==> src/inc/fms_pkg.sv <==
// constants and types for the multiplexer scan sequencer
// assumes a 100 MHz clock and no register bus
package fms_pkg;
  localparam int CHAN_W = 5;
  localparam int BANK_SIZE = 8;
  localparam int LIST_DEPTH = 64;
  localparam int PTR_W = 6;
  localparam int COUNT_W = 16;
  localparam logic [CHAN_W-1:0] PARTNER_OFFSET = 5'h08;
  localparam logic [PTR_W-1:0] PTR_RESET = 6'h00;
  localparam logic [COUNT_W-1:0] PASS_RESET = 16'h0000;
  localparam int CLK_HZ = 100000000;
  localparam int MAX_STEP_PER_S = 100000;
  localparam int STEP_CYCLES = CLK_HZ / MAX_STEP_PER_S;
  localparam logic [15:0] STEP_CYCLES_W = 16'(STEP_CYCLES);
  localparam logic [1:0] MEAS_VOLT = 2'h0;
  localparam logic [1:0] MEAS_TWO_WIRE = 2'h1;
  localparam logic [1:0] MEAS_FOUR_WIRE = 2'h2;
  typedef enum logic [2:0] {
    TRIG_HOST_CMD, TRIG_OUTSIDE_PORT, TRIG_HOLD,
    TRIG_HANDSHAKE, TRIG_FREE_RUN
  } fms_trig_type;
  typedef enum logic [1:0] {ST_IDLE, ST_OPEN, ST_CLOSED} fms_state_type;
endpackage

==> src/logic/fms_sequencer.sv <==
// scan sequencer: walks a channel list and drives channel and tree switches
// assumes outside port and meter triggers arrive as pins and list writes come from logic on mclk
`timescale 1ns/1ps
`default_nettype none
module fms_sequencer #(
  parameter int NUM_CHAN = 16
) (
  // clock and reset
  input wire logic mclk,
  input wire logic sys_rst,
  // configuration
  input wire logic [1:0] meas_mode,
  input wire logic analog_backplane_route,
  input wire fms_pkg::fms_trig_type trig_source,
  input wire logic relay_modules_mixed,
  input wire logic endless_scan_enable,
  input wire logic [fms_pkg::COUNT_W-1:0] repeat_count,
  input wire logic [fms_pkg::PTR_W-1:0] list_length,
  // channel list load, same clock
  input wire logic list_wr,
  input wire logic [fms_pkg::PTR_W-1:0] list_wr_addr,
  input wire logic [fms_pkg::CHAN_W-1:0] list_wr_chan,
  // host commands, same clock
  input wire logic initiate,
  input wire logic host_trigger,
  input wire logic abort,
  // pins from the meter and outside port
  input wire logic outside_port_trigger,
  input wire logic meter_complete,
  // switch drive
  output logic [NUM_CHAN-1:0] chan_close,
  output logic tree_a_close,
  output logic tree_b_close,
  output logic backplane_close,
  // status
  output logic scanning,
  output logic memory_list_mode,
  output logic channel_closed,
  output logic scan_done,
  output logic [fms_pkg::PTR_W-1:0] list_ptr
);
  import fms_pkg::*;

  // every module keeps the full list; unused channels simply never close
  logic [CHAN_W-1:0] list_mem [LIST_DEPTH];
  fms_state_type state_q, state_d;
  logic [PTR_W-1:0] ptr_q;
  logic [COUNT_W-1:0] pass_q;
  logic [15:0] pace_q;
  logic [NUM_CHAN-1:0] close_q;
  logic done_q;
  logic ext_s1_q, ext_s2_q, ext_s3_q;
  logic vmc_s1_q, vmc_s2_q, vmc_s3_q;

  // memory-held list only for handshake or free-run, never with relays
  wire mem_mode = !relay_modules_mixed &&
    (trig_source == TRIG_HANDSHAKE || trig_source == TRIG_FREE_RUN);
  wire ext_edge = ext_s2_q && !ext_s3_q;
  wire vmc_edge = vmc_s2_q && !vmc_s3_q;
  wire pace_ok = (pace_q == 16'h0000);
  wire host_step = (trig_source == TRIG_HOST_CMD && host_trigger) ||
    (trig_source == TRIG_OUTSIDE_PORT && ext_edge);
  // hold source only steps on an immediate host trigger
  wire hold_step = trig_source == TRIG_HOLD && host_trigger;
  wire mem_step = pace_ok && ((trig_source == TRIG_FREE_RUN) ||
    (trig_source == TRIG_HANDSHAKE && vmc_edge));
  wire step = (state_q == ST_CLOSED) &&
    (mem_mode ? mem_step : (host_step || hold_step));
  wire last_entry = (ptr_q == list_length - 6'h01);
  wire last_pass = (pass_q + 16'h0001 >= repeat_count);
  // count ignored for memory lists; endless overrides both
  wire more_passes = endless_scan_enable ||
    (!mem_mode && !last_pass && repeat_count != PASS_RESET);
  wire finish = step && last_entry && !more_passes;
  wire [CHAN_W-1:0] cur_chan = list_mem[ptr_q];
  wire [CHAN_W-1:0] partner_chan = cur_chan + PARTNER_OFFSET;
  wire four_wire = (meas_mode == MEAS_FOUR_WIRE);
  wire two_wire = (meas_mode == MEAS_TWO_WIRE);
  wire start_scan = (state_q == ST_IDLE) && initiate;
  wire wrap = step && last_entry;
  // partner only exists for bank 0 channels
  wire pair_on = four_wire && (cur_chan < CHAN_W'(BANK_SIZE));
  logic [NUM_CHAN-1:0] close_d;

  // open before close: one cycle in ST_OPEN with every channel open
  always_comb begin
    state_d = state_q;
    case (state_q)
      ST_IDLE: begin
        if (initiate && list_length != PTR_RESET) begin
          state_d = ST_OPEN;
        end
      end
      ST_OPEN: begin
        state_d = ST_CLOSED;
      end
      ST_CLOSED: begin
        if (finish) begin
          state_d = ST_IDLE;
        end else if (step) begin
          state_d = ST_OPEN;
        end
      end
      default: begin
        state_d = ST_IDLE;
      end
    endcase
    if (abort) begin
      state_d = ST_IDLE;
    end
  end

  // list memory has no reset; load it before initiate
  always_ff @(posedge mclk) begin
    if (list_wr) begin
      list_mem[list_wr_addr] <= list_wr_chan;
    end
  end

  // two flops per pin before the edge detector reads them
  always_ff @(posedge mclk) begin
    ext_s1_q <= outside_port_trigger;
    ext_s2_q <= ext_s1_q;
    ext_s3_q <= ext_s2_q;
  end

  always_ff @(posedge mclk) begin
    vmc_s1_q <= meter_complete;
    vmc_s2_q <= vmc_s1_q;
    vmc_s3_q <= vmc_s2_q;
  end

  always_ff @(posedge mclk) begin
    if (sys_rst) begin
      state_q <= ST_IDLE;
    end else begin
      state_q <= state_d;
    end
  end

  // list pointer; wraps to the first entry after the last
  always_ff @(posedge mclk) begin
    if (sys_rst || start_scan) begin
      ptr_q <= PTR_RESET;
    end else if (wrap) begin
      ptr_q <= PTR_RESET;
    end else if (step) begin
      ptr_q <= ptr_q + 6'h01;
    end
  end

  // passes done; memory lists never look at it
  always_ff @(posedge mclk) begin
    if (sys_rst || start_scan) begin
      pass_q <= PASS_RESET;
    end else if (wrap) begin
      pass_q <= pass_q + 16'h0001;
    end
  end

  // paces the free-running list to the rated switching speed
  always_ff @(posedge mclk) begin
    if (sys_rst || step) begin
      pace_q <= STEP_CYCLES_W - 16'h0001;
    end else if (!pace_ok) begin
      pace_q <= pace_q - 16'h0001;
    end
  end

  // one select per switch: the listed channel or its bank 1 partner
  for (genvar ch = 0; ch < NUM_CHAN; ch++) begin : g_chan
    wire is_main = (cur_chan == CHAN_W'(ch));
    wire is_pair = pair_on && (partner_chan == CHAN_W'(ch));
    assign close_d[ch] = (state_d == ST_CLOSED) && (is_main || is_pair);
  end

  // registered so the switch drive never glitches between entries
  always_ff @(posedge mclk) begin
    if (sys_rst) begin
      close_q <= '0;
    end else begin
      close_q <= close_d;
    end
  end

  // sticky until the next initiate so the host can poll it
  always_ff @(posedge mclk) begin
    if (sys_rst || start_scan) begin
      done_q <= 1'b0;
    end else if (finish) begin
      done_q <= 1'b1;
    end
  end

  assign chan_close = close_q;
  // tree a carries the signal; tree b brings the ohms source in
  assign tree_a_close = |close_q;
  assign tree_b_close = (|close_q) && (two_wire || four_wire);
  assign backplane_close = (|close_q) && analog_backplane_route;
  assign scanning = (state_q != ST_IDLE);
  assign memory_list_mode = mem_mode;
  assign channel_closed = (state_q == ST_CLOSED);
  assign scan_done = done_q;
  assign list_ptr = ptr_q;
endmodule
`default_nettype wire

==> config.mk <==
export PLATFORM = sky130hd
export DESIGN_NAME = fms_sequencer
export DESIGN_NICKNAME = d
export VERILOG_FILES = /design/src/inc/fms_pkg.sv /design/src/logic/fms_sequencer.sv
export SDC_FILE = /design/constraint.sdc
export NUM_CORES = 1
export LEC_CHECK = 0
export ABC_AREA = 0
export BUFFER_PORTS_ARGS = -buffer_cell sky130_fd_sc_hd__clkbuf_2
export CAP_MARGIN = 20
export CELL_PAD_IN_SITES_DETAIL_PLACEMENT = 0
export CELL_PAD_IN_SITES_GLOBAL_PLACEMENT = 2
export CORE_MARGIN = 4
export CORE_UTILIZATION = 41
export DETAILED_ROUTE_END_ITERATION = 12
export PLACE_DENSITY_LB_ADDON = 0.15
export RECOVER_POWER = 100
export SYNTH_ARGS = -nofsm -noshare
export SYNTH_HDL_FRONTEND = slang
export SYNTH_SLANG_ARGS = --single-unit
export TNS_END_PERCENT = 100
==> constraint.sdc <==
create_clock -name mclk -period 3.1 [get_ports mclk]
set_input_delay 0.775 -clock mclk [delete_from_list [all_inputs] [get_ports mclk]]
set_output_delay 0.775 -clock mclk [all_outputs]
set_load 0.05 [all_outputs]
==> impl_metrics.json <==
{
  "clk_path_buf_depth": 3,
  "r2r_cells": 10,
  "clkSlewWorstSetupHoldPaths_ns": 0.06,
  "wl_um": 37900,
  "grt_busiest_layer": "met2",
  "critPathMaxFanout": 12,
  "fmax_ghz": 0.338,
  "overflow": 0,
  "dp_hpwl_um": 26300,
  "post-place-ws_ns": 0.0667,
  "worst_slew_pin_slew_ns": 2.00,
  "antenna_found_initial": 1,
  "firstDrtPassIters": 5,
  "viasPerCell": 5.19,
  "clock-root-buffer": "clkbuf_16",
  "fin_crit_ns": 2.96,
  "final_cell_area_sq_um": 18900,
  "worst_slack_ns": 0.140,
  "layout_commonest_cell": "edfxtp_1",
  "place_congestion": 0.808,
  "final_util": 0.489,
  "synth-seq-cells": 389,
  "finalCritPeriodShare": 0.955,
  "drv_cap": 1,
  "worstPathRequired_ns": 3.56,
  "num_vias": 9010,
  "ff2ff_setup_slack_ns": 0.14,
  "finalNonFillerCells": 1736,
  "finalMaxSlewViolations": 49,
  "coreArea_sq_um": 38700,
  "synth_top_area_frac": 0.596,
  "violations": "capacitance limit, slew limit",
  "synth_fp_nets": 1085,
  "grt_use_met1": 0.257,
  "yosysSeqAreaShare": 0.682,
  "arrival_ns": 3.42,
  "yosysUniqueCellTypes": 57,
  "synth_edf_count": 320,
  "final_cell_mix": "edfxtp_1 (320), nor2_1 (120), clkbuf_1 (86)",
  "rsz0062_at_grt": "yes",
  "post_drt_wl_per_cell_um": 21.8,
  "p_leak_nw": 6.28,
  "cts_made_buffers": 43,
  "ys_warn_count": 0,
  "grt_max_degree": 65,
  "drtAntennaViolNets": 0,
  "crit_path_start_kind": "flop",
  "yosysTopAreaCell": "edfxtp_1",
  "path_class": "reg -> reg",
  "r2r-end": "chan_close[12]",
  "die_area_sq_um": 42500,
  "syn_to_final_growth_pct": 17.4,
  "dieHeight_um": 206,
  "grtUsageMet2": 0.293,
  "num_antenna_cells": 0,
  "layout-drive-gt1-share": 0.212,
  "insertion_delay_ns": 0.56,
  "status": "finished with violations",
  "post-place-cells": 1653,
  "syn-cell-area_sq_um": 16100,
  "fin_worst_skew_ns": 0.0242,
  "slew_headroom": -0.334,
  "synthArstFlopShare": 0,
  "synth.avg_cell_area_sq_um": 15.9,
  "grt_pass1_wl_um": 57900,
  "clock_sinks": 389,
  "vdd_drop_max_v": 0.000455,
  "setup_viol": 0,
  "first_iter_violations": 683,
  "synth_cells": 1014,
  "cts_tree": "yes",
  "num-nets-final": 1255,
  "htreeDepth": 2,
  "start_util": 0.416,
  "min_from": "outside_port_trigger",
  "fillers": 3409,
  "p_per_area_nw_per_um2": 576,
  "synth.area.top_cells": "edfxtp_1 (60%), mux4_2 (12%), dfxtp_1 (8.6%), nor2_1 (2.8%), xor2_1 (2.0%)",
  "groute.usage.overall": 0.183,
  "tns_ns": 0,
  "drcViolationCount": 0,
  "portBuffers": 77,
  "dpl_cell_area_sq_um": 17700,
  "fp-row-count": 72,
  "met3_usage": 0.0336,
  "die_x_um": 206,
  "hold_path.class": "in -> reg",
  "synth_ff_type": "edfxtp_1",
  "hold_path_depth": 1,
  "hold_viol": 0,
  "hold_end": "ext_s1_q",
  "grt_pass1_vias": 9255,
  "pin_count": 78,
  "critPathCaptureType": "flop"
}
[registers in the layout, indices dropped and copies added (netlist names), named ones only]
name,flops
state_q,2
ext_s2_q,1
ext_s1_q,1
chan_close,16
vmc_s3_q,1
vmc_s2_q,1
pass_q,16
vmc_s1_q,1
pace_q,16
list_ptr,6
list_mem,320
scan_done,1
ext_s3_q,1
[layout make-up]
cell class | count | area [sq um] | share of cell area
multi-input cells | 552 | 4830 | 0.255
repair buffers | 167 | 963 | 0.0509
clock buffers | 52 | 1130 | 0.0598
inverters | 31 | 116 | 0.00615
well taps | 518 | 648 | 0.0342
flip-flops and latches | 389 | 11000 | 0.581
clock inverters | 27 | 236 | 0.0125
[metrics by stage]
stage,total power [mW],hold slack (ns)
detailed placement,6.09,0.314
finish,10.9,0.323
floorplan,5.92,0.310
global route,11.3,0.311
CTS,11.0,0.292
global placement,6.08,0.313
[metal layers]
metal	share of wire	up-vias	wire, um
met4	0.024	0	894
li1	-	4257	-
met1	0.45	4479	16900
met5	0	-	0
met3	0.056	51	2120
met2	0.47	223	18000
[logic make-up after synthesis]
kind of cell | synth area share
flops | 0.682
simple gates | 0.0947
mux | 0.131
buf+inv | 0.0208
compound gates | 0.0252
xor+xnor | 0.0294
fa+ha+maj | 0.0171
[where the power goes]
group	switching [mW]	total [mW]	internal [mW]
registers	0.0119	5.70	5.69
clock network	2.06	4.93	2.87
logic	0.190	0.268	0.0776
total	2.26	10.9	8.64
[worst max-delay path, cell delays in order, from the launching register on]
cell and delay (ns):
dfxtp_4 0.41, buf_12 0.17, mux4_2 0.50, mux4_2 0.49, nand2_2 0.12, nand3_2 0.12
inv_1 0.08, ha_1 0.22, nand3b_1 0.16, mux2_4 0.33, nor4_2 0.26
[Yosys cell counts, types with 2 or more instances]
cell / instances
a2111oi_0: 2
a211oi_1: 2
a21o_1: 3
a21oi_1: 6
a22oi_1: 9
a31oi_1: 6
and2_1: 4
and3_1: 6
and4_1: 2
buf_2: 16
buf_4: 3
buf_6: 4
clkbuf_1: 19
dfxtp_1: 69
edfxtp_1: 320
ha_1: 22
inv_1: 31
mux2_2: 2
mux2i_1: 20
mux4_2: 83
nand2_1: 43
nand2b_1: 9
nand3_1: 45
nand3b_1: 8
nand4_1: 11
nor2_1: 120
nor2b_1: 14
nor3_1: 11
nor3b_1: 2
nor4_1: 16
nor4_2: 2
o21a_1: 3
o21ai_0: 7
o21ai_1: 3
o22a_1: 2
o32ai_1: 3
or2_1: 3
or2_2: 3
or3_1: 6
or3b_2: 3
or4_1: 3
xnor2_1: 17
xor2_1: 37
[worst max path at each step]
| stage | start | to | depth (start not counted) |
|---|---|---|---|
| after global routing | flop | chan_close[12] | 12 |
| after global placement | flop | chan_close[14] | 11 |
| final | flop | chan_close[12] | 10 |
| after CTS | flop | chan_close[12] | 11 |
| after detailed placement | flop | chan_close[12] | 11 |
| after floorplan | list_length[0] | flop | 10 |
[timing repair]
action,CTS,global route
endpoints found under the setup margin,0,17
buffers inserted,0,3
gates resized for setup,0,9
hold buffers,0,0
No activity file was read; power rests on OpenSTA's default activity.
